$ cat config.mk
export PLATFORM = sky130hd
export DESIGN_NAME = ppf_core_flat
export DESIGN_NICKNAME = d
export VERILOG_FILES = /design/src/design/ppf_pkg.sv /design/src/design/ppf_if.sv /design/src/design/ppf_core.sv /design/src/flat_wrapper.sv
export SDC_FILE = /design/constraint.sdc
export NUM_CORES = 1
export LEC_CHECK = 0
export BUFFER_PORTS_ARGS = -buffer_cell sky130_fd_sc_hd__buf_2
export CAP_MARGIN = 20
export CORE_MARGIN = 2
export CORE_UTILIZATION = 55
export DETAILED_ROUTE_END_ITERATION = 12
export PLACE_DENSITY = 0.95
export SLEW_MARGIN = 20
export SYNTH_ARGS = -nofsm -noshare
export SYNTH_HDL_FRONTEND = slang
export SYNTH_SLANG_ARGS = --single-unit
$ cat constraint.sdc
create_clock -name clk -period 3.65 [get_ports clk]
set_input_delay 0.1825 -clock clk [delete_from_list [all_inputs] [get_ports clk]]
set_output_delay 0.1825 -clock clk [all_outputs]
set_load 0.1 [all_outputs]
$ cat src/design/ppf_pkg.sv
// Package with shared constants and types of the ping-pong transform control.
package ppf_pkg;
	localparam int DATA_W = 16;
	localparam int ADDR_W = 8;
	localparam int POINTS = 256;
	localparam int CLK_MHZ = 20;
	localparam int SAMPLE_PERIOD = 3;
	localparam int FRAME_CYCLES = 768;
	localparam logic [ADDR_W-1:0] ADDR_ZERO = 8'h00;
	localparam logic [ADDR_W-1:0] ADDR_LAST = 8'hFF;
	localparam logic [9:0] FRAME_LAST = 10'(FRAME_CYCLES - 1);
	localparam logic [9:0] RESULT_START = 10'(FRAME_CYCLES - POINTS);
	localparam logic [9:0] MODE_SAMPLE_AT = 10'(FRAME_CYCLES - 2);
	localparam logic [1:0] PACE_LAST = 2'(SAMPLE_PERIOD - 1);
	localparam logic [9:0] CNT_ZERO = 10'h000;
	localparam logic [1:0] PACE_ZERO = 2'h0;
	typedef logic [DATA_W-1:0] ppf_word_t;
	typedef logic [ADDR_W-1:0] ppf_addr_t;
	typedef enum logic [1:0] {PPF_IDLE, PPF_LOAD, PPF_WAIT, PPF_RUN} ppf_state_e;
endpackage : ppf_pkg

$ cat src/design/ppf_if.sv
// Interface joining the transform control core and the host side.
`timescale 1ns/1ps
interface ppf_if;
	import ppf_pkg::*;
	logic load_request;
	logic start;
	logic direction_select;
	logic scale_select;
	logic result_read_request;
	ppf_word_t input_sample_bus_re;
	ppf_word_t input_sample_bus_im;
	logic mode_sample_strobe;
	logic bank_select;
	logic bank0_porta_write_enable;
	logic bank1_porta_write_enable;
	logic bank0_portb_write_enable;
	logic bank1_portb_write_enable;
	logic bank0_porta_enable;
	logic bank1_porta_enable;
	ppf_addr_t load_address;
	ppf_word_t result_sample_bus_re;
	ppf_word_t result_sample_bus_im;
	ppf_addr_t result_index;
	logic result_strobe;
	modport core (
		input load_request, start, direction_select, scale_select,
		input result_read_request, input_sample_bus_re, input_sample_bus_im,
		output mode_sample_strobe, bank_select, load_address,
		output bank0_porta_write_enable, bank1_porta_write_enable,
		output bank0_portb_write_enable, bank1_portb_write_enable,
		output bank0_porta_enable, bank1_porta_enable,
		output result_sample_bus_re, result_sample_bus_im,
		output result_index, result_strobe
	);
	modport host (
		output load_request, start, direction_select, scale_select,
		output result_read_request, input_sample_bus_re, input_sample_bus_im,
		input mode_sample_strobe, bank_select, load_address,
		input bank0_porta_write_enable, bank1_porta_write_enable,
		input bank0_portb_write_enable, bank1_portb_write_enable,
		input bank0_porta_enable, bank1_porta_enable,
		input result_sample_bus_re, result_sample_bus_im,
		input result_index, result_strobe
	);
endinterface : ppf_if

$ cat src/design/ppf_core.sv
// Ping-pong bank control core of the 256-point transform engine.
// Summary of operation
// - Two working banks, no output bank.
// - Results go only to the result bus.
// - Swap working banks after each vector.
// - One new sample every three cycles while running.
// - Host may stream samples continuously.
// - Results leave in digit-reversed order.
// - Index bus gives natural-order position.
// - Result strobe frames valid results exactly.
// - Core writes working bank port A only.
// - Host unloads only after whole vector.
// - Mode sampled at start, then strobe.
// - Host may change mode between vectors.
// - Bank select steers host input mux.
// - Core drives all bank enables.
// - Host loads first bank beforehand.
// - Start is one clock pulse.
// - Host holds result read request low.
// - New result vector every 768 cycles.
// - Load request pulse starts initial load.
// - Mode inputs matter only at start and strobe.
`timescale 1ns/1ps
module ppf_core (
	input wire logic clk,
	input wire logic nrst,
	ppf_if.core link,
	output logic busy,
	output logic direction_active,
	output logic scale_active,
	output logic [1:0] result_digit
);
	import ppf_pkg::*;

	////////////////////////////////////////////////////////////////////////
	ppf_state_e state_reg;
	logic [9:0] frame_cnt_reg;
	logic [1:0] pace_reg;
	ppf_addr_t addr_reg;
	logic bank_reg;
	logic dir_pend_reg;
	logic scale_pend_reg;
	logic first_reg;
	ppf_addr_t res_cnt;
	ppf_addr_t res_rev;
	logic load_tick;
	logic in_results;

	assign load_tick = (state_reg == PPF_RUN) && (pace_reg == PACE_LAST);
	assign in_results = (state_reg == PPF_RUN) && !first_reg &&
		(frame_cnt_reg >= RESULT_START);
	assign res_cnt = 8'(frame_cnt_reg - RESULT_START);

	// Digit reversal keeps the index a pure rewiring of the count.
	genvar g;
	generate
		for (g = 0; g < ADDR_W / 2; g++) begin : g_rev
			assign res_rev[2*g+1:2*g] =
				res_cnt[ADDR_W-1-2*g:ADDR_W-2-2*g];
		end
	endgenerate

	////////////////////////////////////////////////////////////////////////
	always_ff @(posedge clk or negedge nrst) begin
		if (!nrst) begin
			state_reg <= PPF_IDLE;
		end else if (link.start) begin
			state_reg <= PPF_RUN;
		end else begin
			case (state_reg)
				PPF_IDLE: if (link.load_request) state_reg <= PPF_LOAD;
				PPF_LOAD: if (addr_reg == ADDR_LAST) state_reg <= PPF_WAIT;
				PPF_WAIT: state_reg <= PPF_WAIT;
				PPF_RUN: state_reg <= PPF_RUN;
				default: state_reg <= PPF_IDLE;
			endcase
		end
	end

	always_ff @(posedge clk or negedge nrst) begin
		if (!nrst) begin
			frame_cnt_reg <= CNT_ZERO;
			pace_reg <= PACE_ZERO;
			first_reg <= 1'b1;
		end else if (link.start) begin
			frame_cnt_reg <= CNT_ZERO;
			pace_reg <= PACE_ZERO;
			first_reg <= 1'b1;
		end else if (state_reg == PPF_RUN) begin
			pace_reg <= (pace_reg == PACE_LAST) ? PACE_ZERO : pace_reg + 2'h1;
			if (frame_cnt_reg == FRAME_LAST) begin
				frame_cnt_reg <= CNT_ZERO;
				first_reg <= 1'b0;
			end else begin
				frame_cnt_reg <= frame_cnt_reg + 10'h001;
			end
		end
	end

	// Load address: sequential during initial load and each paced load.
	always_ff @(posedge clk or negedge nrst) begin
		if (!nrst) begin
			addr_reg <= ADDR_ZERO;
		end else if (link.start || (state_reg == PPF_IDLE)) begin
			addr_reg <= ADDR_ZERO;
		end else if (state_reg == PPF_LOAD || load_tick) begin
			addr_reg <= addr_reg + 8'h01;
		end
	end

	always_ff @(posedge clk or negedge nrst) begin
		if (!nrst) begin
			bank_reg <= 1'b0;
		end else if (link.start) begin
			bank_reg <= 1'b0;
		end else if (state_reg == PPF_RUN && frame_cnt_reg == FRAME_LAST) begin
			bank_reg <= !bank_reg;
		end
	end

	// Mode is captured at start and later only on the strobe cycle.
	always_ff @(posedge clk or negedge nrst) begin
		if (!nrst) begin
			dir_pend_reg <= 1'b0;
			scale_pend_reg <= 1'b0;
			direction_active <= 1'b0;
			scale_active <= 1'b0;
		end else begin
			if (link.start || link.mode_sample_strobe) begin
				dir_pend_reg <= link.direction_select;
				scale_pend_reg <= link.scale_select;
			end
			if (link.start) begin
				direction_active <= link.direction_select;
				scale_active <= link.scale_select;
			end else if (state_reg == PPF_RUN && frame_cnt_reg == FRAME_LAST) begin
				direction_active <= dir_pend_reg;
				scale_active <= scale_pend_reg;
			end
		end
	end

	////////////////////////////////////////////////////////////////////////
	// The arithmetic is outside this block, so results forward the input
	// bus word; only framing, order and bank control are modelled here.
	always_ff @(posedge clk or negedge nrst) begin
		if (!nrst) begin
			link.mode_sample_strobe <= 1'b0;
			link.bank_select <= 1'b0;
			link.load_address <= ADDR_ZERO;
			link.bank0_porta_write_enable <= 1'b0;
			link.bank1_porta_write_enable <= 1'b0;
			link.bank0_portb_write_enable <= 1'b0;
			link.bank1_portb_write_enable <= 1'b0;
			link.bank0_porta_enable <= 1'b0;
			link.bank1_porta_enable <= 1'b0;
			link.result_sample_bus_re <= '0;
			link.result_sample_bus_im <= '0;
			link.result_index <= ADDR_ZERO;
			link.result_strobe <= 1'b0;
			busy <= 1'b0;
			result_digit <= 2'h0;
		end else begin
			link.mode_sample_strobe <= (state_reg == PPF_RUN) &&
				(frame_cnt_reg == MODE_SAMPLE_AT);
			link.bank_select <= (state_reg == PPF_RUN) ? !bank_reg : 1'b0;
			link.load_address <= addr_reg;
			// Loading bank: bank 0 before start, else the idle bank.
			link.bank0_porta_write_enable <= (state_reg == PPF_LOAD) ||
				(load_tick && bank_reg);
			link.bank1_porta_write_enable <= load_tick && !bank_reg;
			link.bank0_portb_write_enable <= 1'b0;
			link.bank1_portb_write_enable <= 1'b0;
			link.bank0_porta_enable <= (state_reg == PPF_LOAD) ||
				(load_tick && bank_reg);
			link.bank1_porta_enable <= load_tick && !bank_reg;
			link.result_strobe <= in_results;
			link.result_index <= in_results ? res_rev : ADDR_ZERO;
			link.result_sample_bus_re <= in_results ?
				link.input_sample_bus_re : '0;
			link.result_sample_bus_im <= in_results ?
				link.input_sample_bus_im : '0;
			busy <= (state_reg == PPF_RUN);
			result_digit <= res_cnt[1:0];
		end
	end
endmodule : ppf_core

$ cat src/flat_wrapper.sv
// flat-port wrapper written by rule: the top's interface ports become plain ports
module ppf_core_flat import ppf_pkg::*;
  (clk, nrst, busy, direction_active, scale_active, result_digit, link_load_request, link_start, link_direction_select, link_scale_select, link_result_read_request, link_input_sample_bus_re, link_input_sample_bus_im, link_mode_sample_strobe, link_bank_select, link_load_address, link_bank0_porta_write_enable, link_bank1_porta_write_enable, link_bank0_portb_write_enable, link_bank1_portb_write_enable, link_bank0_porta_enable, link_bank1_porta_enable, link_result_sample_bus_re, link_result_sample_bus_im, link_result_index, link_result_strobe);
  ppf_if link_i ();
  input wire logic clk;
  input wire logic nrst;
  output logic busy;
  output logic direction_active;
  output logic scale_active;
  output logic [1:0] result_digit;
  input wire logic [$bits(link_i.load_request)-1:0] link_load_request;
  input wire logic [$bits(link_i.start)-1:0] link_start;
  input wire logic [$bits(link_i.direction_select)-1:0] link_direction_select;
  input wire logic [$bits(link_i.scale_select)-1:0] link_scale_select;
  input wire logic [$bits(link_i.result_read_request)-1:0] link_result_read_request;
  input wire logic [$bits(link_i.input_sample_bus_re)-1:0] link_input_sample_bus_re;
  input wire logic [$bits(link_i.input_sample_bus_im)-1:0] link_input_sample_bus_im;
  output wire logic [$bits(link_i.mode_sample_strobe)-1:0] link_mode_sample_strobe;
  output wire logic [$bits(link_i.bank_select)-1:0] link_bank_select;
  output wire logic [$bits(link_i.load_address)-1:0] link_load_address;
  output wire logic [$bits(link_i.bank0_porta_write_enable)-1:0] link_bank0_porta_write_enable;
  output wire logic [$bits(link_i.bank1_porta_write_enable)-1:0] link_bank1_porta_write_enable;
  output wire logic [$bits(link_i.bank0_portb_write_enable)-1:0] link_bank0_portb_write_enable;
  output wire logic [$bits(link_i.bank1_portb_write_enable)-1:0] link_bank1_portb_write_enable;
  output wire logic [$bits(link_i.bank0_porta_enable)-1:0] link_bank0_porta_enable;
  output wire logic [$bits(link_i.bank1_porta_enable)-1:0] link_bank1_porta_enable;
  output wire logic [$bits(link_i.result_sample_bus_re)-1:0] link_result_sample_bus_re;
  output wire logic [$bits(link_i.result_sample_bus_im)-1:0] link_result_sample_bus_im;
  output wire logic [$bits(link_i.result_index)-1:0] link_result_index;
  output wire logic [$bits(link_i.result_strobe)-1:0] link_result_strobe;
  assign link_i.load_request = link_load_request;
  assign link_i.start = link_start;
  assign link_i.direction_select = link_direction_select;
  assign link_i.scale_select = link_scale_select;
  assign link_i.result_read_request = link_result_read_request;
  assign link_i.input_sample_bus_re = link_input_sample_bus_re;
  assign link_i.input_sample_bus_im = link_input_sample_bus_im;
  assign link_mode_sample_strobe = link_i.mode_sample_strobe;
  assign link_bank_select = link_i.bank_select;
  assign link_load_address = link_i.load_address;
  assign link_bank0_porta_write_enable = link_i.bank0_porta_write_enable;
  assign link_bank1_porta_write_enable = link_i.bank1_porta_write_enable;
  assign link_bank0_portb_write_enable = link_i.bank0_portb_write_enable;
  assign link_bank1_portb_write_enable = link_i.bank1_portb_write_enable;
  assign link_bank0_porta_enable = link_i.bank0_porta_enable;
  assign link_bank1_porta_enable = link_i.bank1_porta_enable;
  assign link_result_sample_bus_re = link_i.result_sample_bus_re;
  assign link_result_sample_bus_im = link_i.result_sample_bus_im;
  assign link_result_index = link_i.result_index;
  assign link_result_strobe = link_i.result_strobe;
  ppf_core u_core (.clk(clk), .nrst(nrst), .link(link_i), .busy(busy), .direction_active(direction_active), .scale_active(scale_active), .result_digit(result_digit));
endmodule
==> results of run 1 <==
-- power breakdown --
part | total [mW] | internal, mW | switching [mW]
sequential | 0.956 | 0.942 | 0.0134
combinational | 0.135 | 0.0347 | 0.100
clock | 0.646 | 0.319 | 0.327
-- routing by layer --
layer | part of all wire [%] | global-route usage, %
met1 | 40 | 27.1
met4 | 2.0 | 8.50
met5 | 0 | 0
met2 | 50 | 33.1
met3 | 7.8 | 5.16
-- placed cells by master (no fill, tap or decap), types with 3 or more instances in the layout --
| master | instances |
|---|---|
| sky130_fd_sc_hd__a21oi_1 | 10 |
| sky130_fd_sc_hd__and2_1 | 37 |
| sky130_fd_sc_hd__and3_1 | 3 |
| sky130_fd_sc_hd__buf_2 | 96 |
| sky130_fd_sc_hd__clkbuf_8 | 9 |
| sky130_fd_sc_hd__dfrtp_1 | 83 |
| sky130_fd_sc_hd__ha_1 | 8 |
| sky130_fd_sc_hd__inv_1 | 8 |
| sky130_fd_sc_hd__mux2i_1 | 9 |
| sky130_fd_sc_hd__nand2_1 | 14 |
| sky130_fd_sc_hd__nand3_1 | 6 |
| sky130_fd_sc_hd__nor2_1 | 10 |
| sky130_fd_sc_hd__nor2b_1 | 5 |
| sky130_fd_sc_hd__nor3_1 | 7 |
| sky130_fd_sc_hd__o2111ai_1 | 3 |
| sky130_fd_sc_hd__o21ai_0 | 6 |
| sky130_fd_sc_hd__o31ai_1 | 5 |
| sky130_fd_sc_hd__or3_1 | 9 |
| sky130_fd_sc_hd__or4_1 | 3 |
| sky130_fd_sc_hd__xor2_1 | 3 |
-- area by class of cell --
class	count	area, µm²
well taps	75	93.8
fillers	409	1820
clock inverters	5	62.6
multi-input cells	169	1150
inverters	8	30.0
flip-flops and latches	84	2100
repair buffers	98	502
clock buffers	11	131
-- through the flow --
step | util [%] | hold slack [ps] | total power, mW | setup WS (ps) | cell area (µm²)
floorplan | - | -113 | 1.06 | 2070 | 3350
global placement | 65.5 | 389 | 1.10 | 1360 | 3860
detailed placement | 65.5 | 392 | 1.11 | 1290 | 3860
CTS | 68.8 | 30.0 | 1.74 | 1290 | 4050
global route | 69.2 | 17.0 | 1.80 | 1340 | 4070
finish | 69.2 | 36.9 | 1.74 | 1540 | 4070
-- cell families (layout without fill, tap and decap cells) --
group                      Yosys count  after routing
and+or+nand+nor                    108            108
DFF                                 84             84
AOI/OAI and AO/OA                   37             37
buffers and inverters               24            122
muxes                               11             11
adders and majority gates            8              8
xor gates and xnor gates             3              3
other                                1              2
-- worst max path at each step --
stage,cells past startpoint,end,slack [ps],start
after floorplan,5,u_core.state_reg[0],2070,u_core.state_reg[0]
after global placement,4,u_core.link.result_index[5],1360,u_core.state_reg[0]
after detailed placement,4,u_core.link.result_sample_bus_im[14],1290,u_core.state_reg[0]
after CTS,4,u_core.link.result_sample_bus_im[14],1290,u_core.state_reg[0]
after global routing,4,u_core.frame_cnt_reg[3],1340,u_core.state_reg[0]
final,4,u_core.frame_cnt_reg[4],1540,u_core.state_reg[0]
-- worst max-delay path: stages (launching register included) --
cell	delay, ps
sky130_fd_sc_hd__dfrtp_1	400
sky130_fd_sc_hd__ha_1	570
sky130_fd_sc_hd__nand2_1	360
sky130_fd_sc_hd__o31ai_2	550
sky130_fd_sc_hd__nor2_1	100
==> PnR_summary.wiki, run 1 <==
{| class="wikitable"
! Metric !! Value
|-
| Part of the Yosys area used for sequential elements || 62.8%
|-
| WHS Path Cells || 2
|-
| Cell with the most instances after synthesis || sky130_fd_sc_hd__dfrtp_1
|-
| Proportion of layout cells with a drive suffix above 1 || 32.3%
|-
| Worst Hold End || u_core.link.result_sample_bus_re[8]
|-
| Fin Clk Skew || 9.54 ps
|-
| Critical path data required time || 3860 ps
|-
| Endpoints failing hold || 0
|-
| Bufs on Longest Clock Path || 2
|-
| Die Outline Area || 6730 µm²
|-
| Start point of the worst min-delay path || link_input_sample_bus_re[8]
|-
| Largest vdd supply drop || 301 µV
|-
| Number of top-level pins || 101
|-
| Post-synthesis instance area || 3350 µm²
|-
| Share of the synthesized area in the top cell type || 62.0%
|-
| Overall via count from detail_route || 2,434
|-
| Wire length of the first global-routing pass || 10,300 µm
|-
| Share of synthesized cell area in and, or, nand and nor gates || 19.0%
|-
| Endpoint arrival time on the critical path || 2330 ps
|-
| Initial antenna violation count || 0
|-
| Post-cts gate resize count || 0
|-
| Post-Synth XOR/XNOR Area || 0.785%
|-
| Number of buffers created by CTS || 9
|-
| Number of instances in the synthesized netlist || 276
|-
| Worst slew slack as a fraction of its limit || 51.6%
|-
| EDFF count, synth || 0
|-
| Largest fanout on the critical path || 19
|-
| Clock insertion delay at the later pin of the skew report || 350 ps
|-
| Status || finished clean
|-
| Post-route minimum period || 2110 ps
|-
| Clock input transition at the sequential cells of the worst setup and hold paths || 90 ps
|-
| Number of max-cap violations || 0
|-
| Placed wire-length estimate || 4530 µm
|-
| Transition time at the pin with the least slew margin || 725 ps
|-
| Setup-violating endpoint count in the final report || 0
|-
| CTS sink count || 84
|-
| Multiplexer fraction of the synthesized cell area || 3.36%
|-
| Number of placed instances, taps included || 433
|-
| Leakage power figure || 2.23 nW
|-
| RSZ-0062 raised after global routing || no
|-
| Worst r2r src || u_core.state_reg[0]
|-
| DRT Wirelength || 6780 µm
|-
| Post-synthesis register bit count || 84
|-
| Synth area leader || sky130_fd_sc_hd__dfrtp_1
|-
| Hold WC Path Type || in2reg
|-
| Max Fclk || 0.473 GHz
|-
| Count of placed standard cells in the final layout, fillers left out || 450
|-
| Number of warnings printed during yosys synthesis || 0
|-
| Post-DR vias/cell || 5.41
|-
| Hold buffer count at cts || 0
|-
| Startpoint Class || flip-flop
|-
| Count of unresolved DRC violations after routing || 0
|-
| Relative area change from synthesis to final layout || 21.6%
|-
| RR Endpoint || u_core.frame_cnt_reg[4]
|-
| Buffers added on ports || 97
|-
| Number of different library cells in the post-synthesis netlist || 44
|-
| Crit path capture type || flip-flop
|-
| Total power per unit cell area || 427 nW/µm²
|-
| Fraction of the mapped netlist area in adder cells || 2.99%
|-
| Cell count of the worst reg-to-reg path || 4
|-
| Aggregate global-route resource usage || 20.7%
|-
| Number of global-route vias before repair || 2,150
|-
| Final cycle utilization of the critical path || 57.9%
|-
| CTS tree || built
|-
| GR Overflow Total || 0
|-
| Iteration count of the initial detailed-routing pass || 4
|-
| Floorplan die width || 82.0 µm
|-
| Total number of placement rows || 28
|-
| Ranking of synthesized cells by instance count || sky130_fd_sc_hd__dfrtp_1, sky130_fd_sc_hd__and2_1, sky130_fd_sc_hd__nand2_1
|-
| Main combinational cell family by area after synthesis || simple AND/OR/NAND/NOR gates
|-
| Number of setup buffers added after CTS || 0
|-
| Average footprint of a synthesized cell || 12.1 µm²
|-
| Count of inserted antenna diode cells || 0
|-
| Startpoint-to-endpoint class of the critical path || reg2reg
|-
| Die height || 82.0 µm
|-
| Top cells by area, synth || sky130_fd_sc_hd__dfrtp_1, sky130_fd_sc_hd__and2_1, sky130_fd_sc_hd__ha_1
|-
| Max Transition Viols Final || 0
|-
| Antenna violation net count after detailed routing || 0
|-
| R2R setup slack || 1540 ps
|-
| Synth Area in Compound Gates || 7.66%
|-
| Root Driver || sky130_fd_sc_hd__clkbuf_8
|-
| WL per Instance || 15.1 µm
|-
| NumNets Final || 417
|-
| Final-layout setup total negative slack || 0 ps
|-
| Predominant post-synthesis flop cell || sky130_fd_sc_hd__dfrtp_1
|-
| Initial core utilization || 56.9%
|-
| Number of DRC violations after detailed-routing iteration 0 || 206
|-
| Post-synth ARST share || 100%
|-
| Core Box Area || 5890 µm²
|-
| Htree depth || 3
|-
| Pin count of the biggest net entering global routing || 85
|-
| Routability cong. || 0.843
|}
No activity file was read; power rests on OpenSTA's default activity.
==> run 2, diff against run 1 <==
- ABC_AREA: not set -> 1
- CORE_UTILIZATION: 55 -> 47
- PLACE_DENSITY: 0.95 -> 0.87
- clock period: 3.65 -> 1.7 ns (I/O delays scaled with it)
==> run 2 against run 1 <==
Compared with the run above: final cell count is 34% higher; via count is 13% higher; combinational power grew to 4.6 times the previous value; sequential share of layout area is 8.6 points lower; register-to-register slack worse by 1400 ps; sequential power is 120% higher; clock power grew to 2.6 times the previous value; flip-flop and latch count stayed put; critical path type unchanged; critical endpoint is now u_core.addr_reg[2]; largest cell class unchanged.
==> PnR_summary.wiki, run 2 <==
{| class="wikitable"
! Metric !! Value
|-
| Status || finished clean
|-
| Initial core utilization || 48.3% (-8.5 points)
|-
| Number of top-level pins || 101 (unchanged)
|-
| Cells traversed along the worst timing path || ha_2 > nand3_2 > nand3_2 > inv_1 > a21oi_1 > nor2_1
|-
| Slowest cell on the critical path || sky130_fd_sc_hd__dfrtp_1
|-
| Transition time at the pin with the least slew margin || 581 ps (-144 ps)
|-
| CTS sink count || 84 (unchanged)
|-
| Number of DRC violations after detailed-routing iteration 0 || 100 (-51%)
|-
| Fin Hold WS || 9.58 ps (-27.3 ps)
|-
| Die height || 93.2 µm (+14%)
|-
| Final cell utilization of the core || 63.2% (-6.0 points)
|-
| Wire length of the first global-routing pass || 12,300 µm (+19%)
|-
| Post-DR vias/cell || 4.56 (-16%)
|-
| Fin Clk Skew || 6.26 ps (-3.29 ps)
|-
| Floorplan die width || 93.2 µm (+14%)
|-
| Post-synthesis instance area || 3740 µm² (+12%)
|-
| Total power per unit cell area || 905 nW/µm² (+110%)
|-
| Buffers added on ports || 97 (unchanged)
|-
| R2R setup slack || 140 ps (-1390 ps)
|-
| Root Driver || sky130_fd_sc_hd__clkbuf_8
|-
| Largest fanout on the critical path || 13 (-6)
|-
| Top cells by area, synth || sky130_fd_sc_hd__dfrtp_1, sky130_fd_sc_hd__nor2_4, sky130_fd_sc_hd__nand2_1
|-
| CTS tree || built
|-
| Final non-filler cell area || 4880 µm² (+20%)
|-
| Part of the Yosys area used for sequential elements || 56.3% (-6.5 points)
|-
| Start point of the worst min-delay path || link_input_sample_bus_im[0]
|-
| Number of buffers created by CTS || 9 (unchanged)
|-
| Aggregate global-route resource usage || 18.3% (-2.4 points)
|-
| Antenna violation net count after detailed routing || 0 (unchanged)
|-
| Total number of placement rows || 32 (+14%)
|-
| Number of instances in the synthesized netlist || 362 (+31%)
|-
| Count of inserted antenna diode cells || 0 (unchanged)
|-
| Largest vdd supply drop || 406 µV (+35%)
|-
| Max Fclk || 0.642 GHz (+36%)
|-
| EDFF count, synth || 0 (unchanged)
|-
| RSZ-0062 raised after global routing || no
|-
| Routability cong. || 0.857 (+1.7%)
|-
| Cell with the most instances after synthesis || sky130_fd_sc_hd__dfrtp_1
|-
| Startpoint-to-endpoint class of the critical path || reg2reg
|-
| Overall via count from detail_route || 2,758 (+13%)
|-
| Number of different library cells in the post-synthesis netlist || 24 (-45%)
|-
| Average footprint of a synthesized cell || 10.3 µm² (-15%)
|-
| Core Box Area || 7730 µm² (+31%)
|-
| Endpoint arrival time on the critical path || 1800 ps (-530 ps)
|-
| Post-synth ARST share || 100% (unchanged)
|-
| Iteration count of the initial detailed-routing pass || 4 (unchanged)
|-
| Ranking of synthesized cells by instance count || sky130_fd_sc_hd__dfrtp_1, sky130_fd_sc_hd__nand2_1, sky130_fd_sc_hd__inv_1
|-
| Clock insertion delay at the later pin of the skew report || 350 ps (about the same)
|-
| Crit path capture type || flip-flop
|-
| GR Overflow Total || 0 (unchanged)
|-
| # fillers || 602 (+47%)
|-
| Relative area change from synthesis to final layout || 30.6%
|-
| Predominant post-synthesis flop cell || sky130_fd_sc_hd__dfrtp_1
|-
| Cell type with the highest occurrence count on the critical path || sky130_fd_sc_hd__nand3_2
|-
| Worst r2r src || u_core.state_reg[0]
|-
| Number of max-cap violations || 0 (unchanged)
|-
| Placed wire-length estimate || 5150 µm (+14%)
|-
| Most used cells in the layout excluding fill and tap cells || sky130_fd_sc_hd__buf_2, sky130_fd_sc_hd__dfrtp_1, sky130_fd_sc_hd__nand2_1, sky130_fd_sc_hd__inv_1, sky130_fd_sc_hd__nor2_4
|-
| Worst slew slack as a fraction of its limit || 61.3% (+9.6 points)
|-
| Setup-violating endpoint count in the final report || 0 (unchanged)
|-
| Pin count of the biggest net entering global routing || 46 (-46%)
|-
| Final-layout setup total negative slack || 0 ps (unchanged)
|-
| Count of unresolved DRC violations after routing || 0 (unchanged)
|-
| Worst path max stage delay || 410 ps (-160 ps)
|-
| Critical path data required time || 1940 ps (-1920 ps)
|-
| Endpoints failing hold || 0 (unchanged)
|-
| Startpoint Class || flip-flop
|-
| WHS Path Cells || 3 (+1)
|-
| Number of warnings printed during yosys synthesis || 0 (unchanged)
|-
| Cell count of the worst reg-to-reg path || 6 (+2)
|-
| Final cycle utilization of the critical path || 91.7% (+34 points)
|-
| Bufs on Longest Clock Path || 2 (unchanged)
|-
| Leakage power figure || 2.62 nW (+18%)
|-
| Hold WC Path Type || in2reg
|-
| NumNets Final || 546 (+31%)
|-
| Synth area leader || sky130_fd_sc_hd__dfrtp_1
|-
| Initial antenna violation count || 0 (unchanged)
|-
| Clock input transition at the sequential cells of the worst setup and hold paths || 80 ps (about the same)
|-
| Worst Hold End || u_core.link.result_sample_bus_im[0]
|-
| Htree depth || 3 (unchanged)
|-
| Most common library cell in the layout ignoring fill and taps || sky130_fd_sc_hd__buf_2
|-
| DRT Wirelength || 7490 µm (+11%)
|-
| WL per Instance || 12.4 µm (-18%)
|-
| Post-placement cell area || 4320 µm² (+12%)
|-
| Post-synthesis register bit count || 84 (unchanged)
|-
| Max Transition Viols Final || 0 (unchanged)
|-
| RR Endpoint || u_core.addr_reg[2]
|-
| Share of the synthesized area in the top cell type || 55.6% (-6.4 points)
|-
| Post-route minimum period || 1560 ps (-556 ps)
|-
| Number of global-route vias before repair || 2,716 (+26%)
|-
| Die Outline Area || 8680 µm² (+29%)
|-
| Final Power || 4.42 mW (+150%)
|-
| Proportion of layout cells with a drive suffix above 1 || 34.2% (+1.9 points)
|}
==> run 2: logic make-up after synthesis <==
logic type                 synth area share (%)
muxes                                     0.603
other                                     0.100
adders and majority gates                  2.68
AOI/OAI and AO/OA                          1.61
DFF                                        56.3
buffers and inverters                      9.44
xor gates and xnor gates                  0.703
and+or+nand+nor                            28.6
==> run 2: cell type report <==
| type | count | area [µm²] | share of cell area [%] |
|---|---|---|---|
| Sequential cell | 84 | 2100 | 43.1 |
| Multi-Input combinational cell | 208 | 1290 | 26.4 |
| Timing Repair Buffer | 136 | 898 | 18.4 |
| Inverter | 60 | 226 | 4.64 |
| Clock buffer | 11 | 141 | 2.90 |
| Tap cell | 102 | 128 | 2.61 |
| Clock inverter | 4 | 97.6 | 2.00 |
==> run 2: worst max path at each step <==
stage	start	endpoint	slack, ps	cells after the start
after floorplan	u_core.link.mode_sample_strobe	u_core.dir_pend_reg	230	2
after global placement	u_core.state_reg[0]	u_core.link.result_index[3]	90	6
after detailed placement	u_core.state_reg[0]	u_core.addr_reg[2]	40	6
after CTS	u_core.state_reg[0]	u_core.addr_reg[2]	30	6
after global routing	u_core.state_reg[0]	u_core.addr_reg[2]	40	7
final	u_core.state_reg[0]	u_core.addr_reg[2]	140	6
==> run 2: per-stage QoR <==
stage          setup slack [ps]  std cells
2_1_floorplan               233        363
3_3_place_gp               86.2        558
4_1_cts                    29.3        605
6_report                    142        605
5_1_grt                    42.0        605
3_5_place_dp               42.3        558
==> run 2: power breakdown <==
| part | switching (mW) | total (mW) | internal (mW) | leakage [nW] |
|---|---|---|---|---|
| sequential | 0.0417 | 2.10 | 2.06 | 1.13 |
| clock | 0.686 | 1.70 | 1.01 | 0.116 |
| combinational | 0.458 | 0.618 | 0.160 | 1.37 |
==> run 2: what timing repair did <==
item,4_1_cts,5_1_grt
hold endpoints to repair,73,0
endpoints found under the setup margin,0,43
hold buffers,32,0
buffers inserted,0,0
resized for setup,0,1
==> run 2: critical path, delay by kind of cell, from the launching register on <==
| kind | cells | cell delay, ps |
|---|---|---|
| AO/OA/AOI/OAI | 1 | 160 |
| flip-flops | 1 | 410 |
| adder cells (fa/ha/maj) | 1 | 330 |
| buffers and inverters | 1 | 130 |
| AND/OR/NAND/NOR | 3 | 410 |
==> run 2: routing by layer <==
layer  GRT usage, %  vias to the layer above  wire length (µm)
li1               -                     1352                 -
met1           21.2                     1309              2930
met2           32.9                       83              4040
met3           3.95                       14               383
met4           7.35                        0               146
met5              0                        -                 0
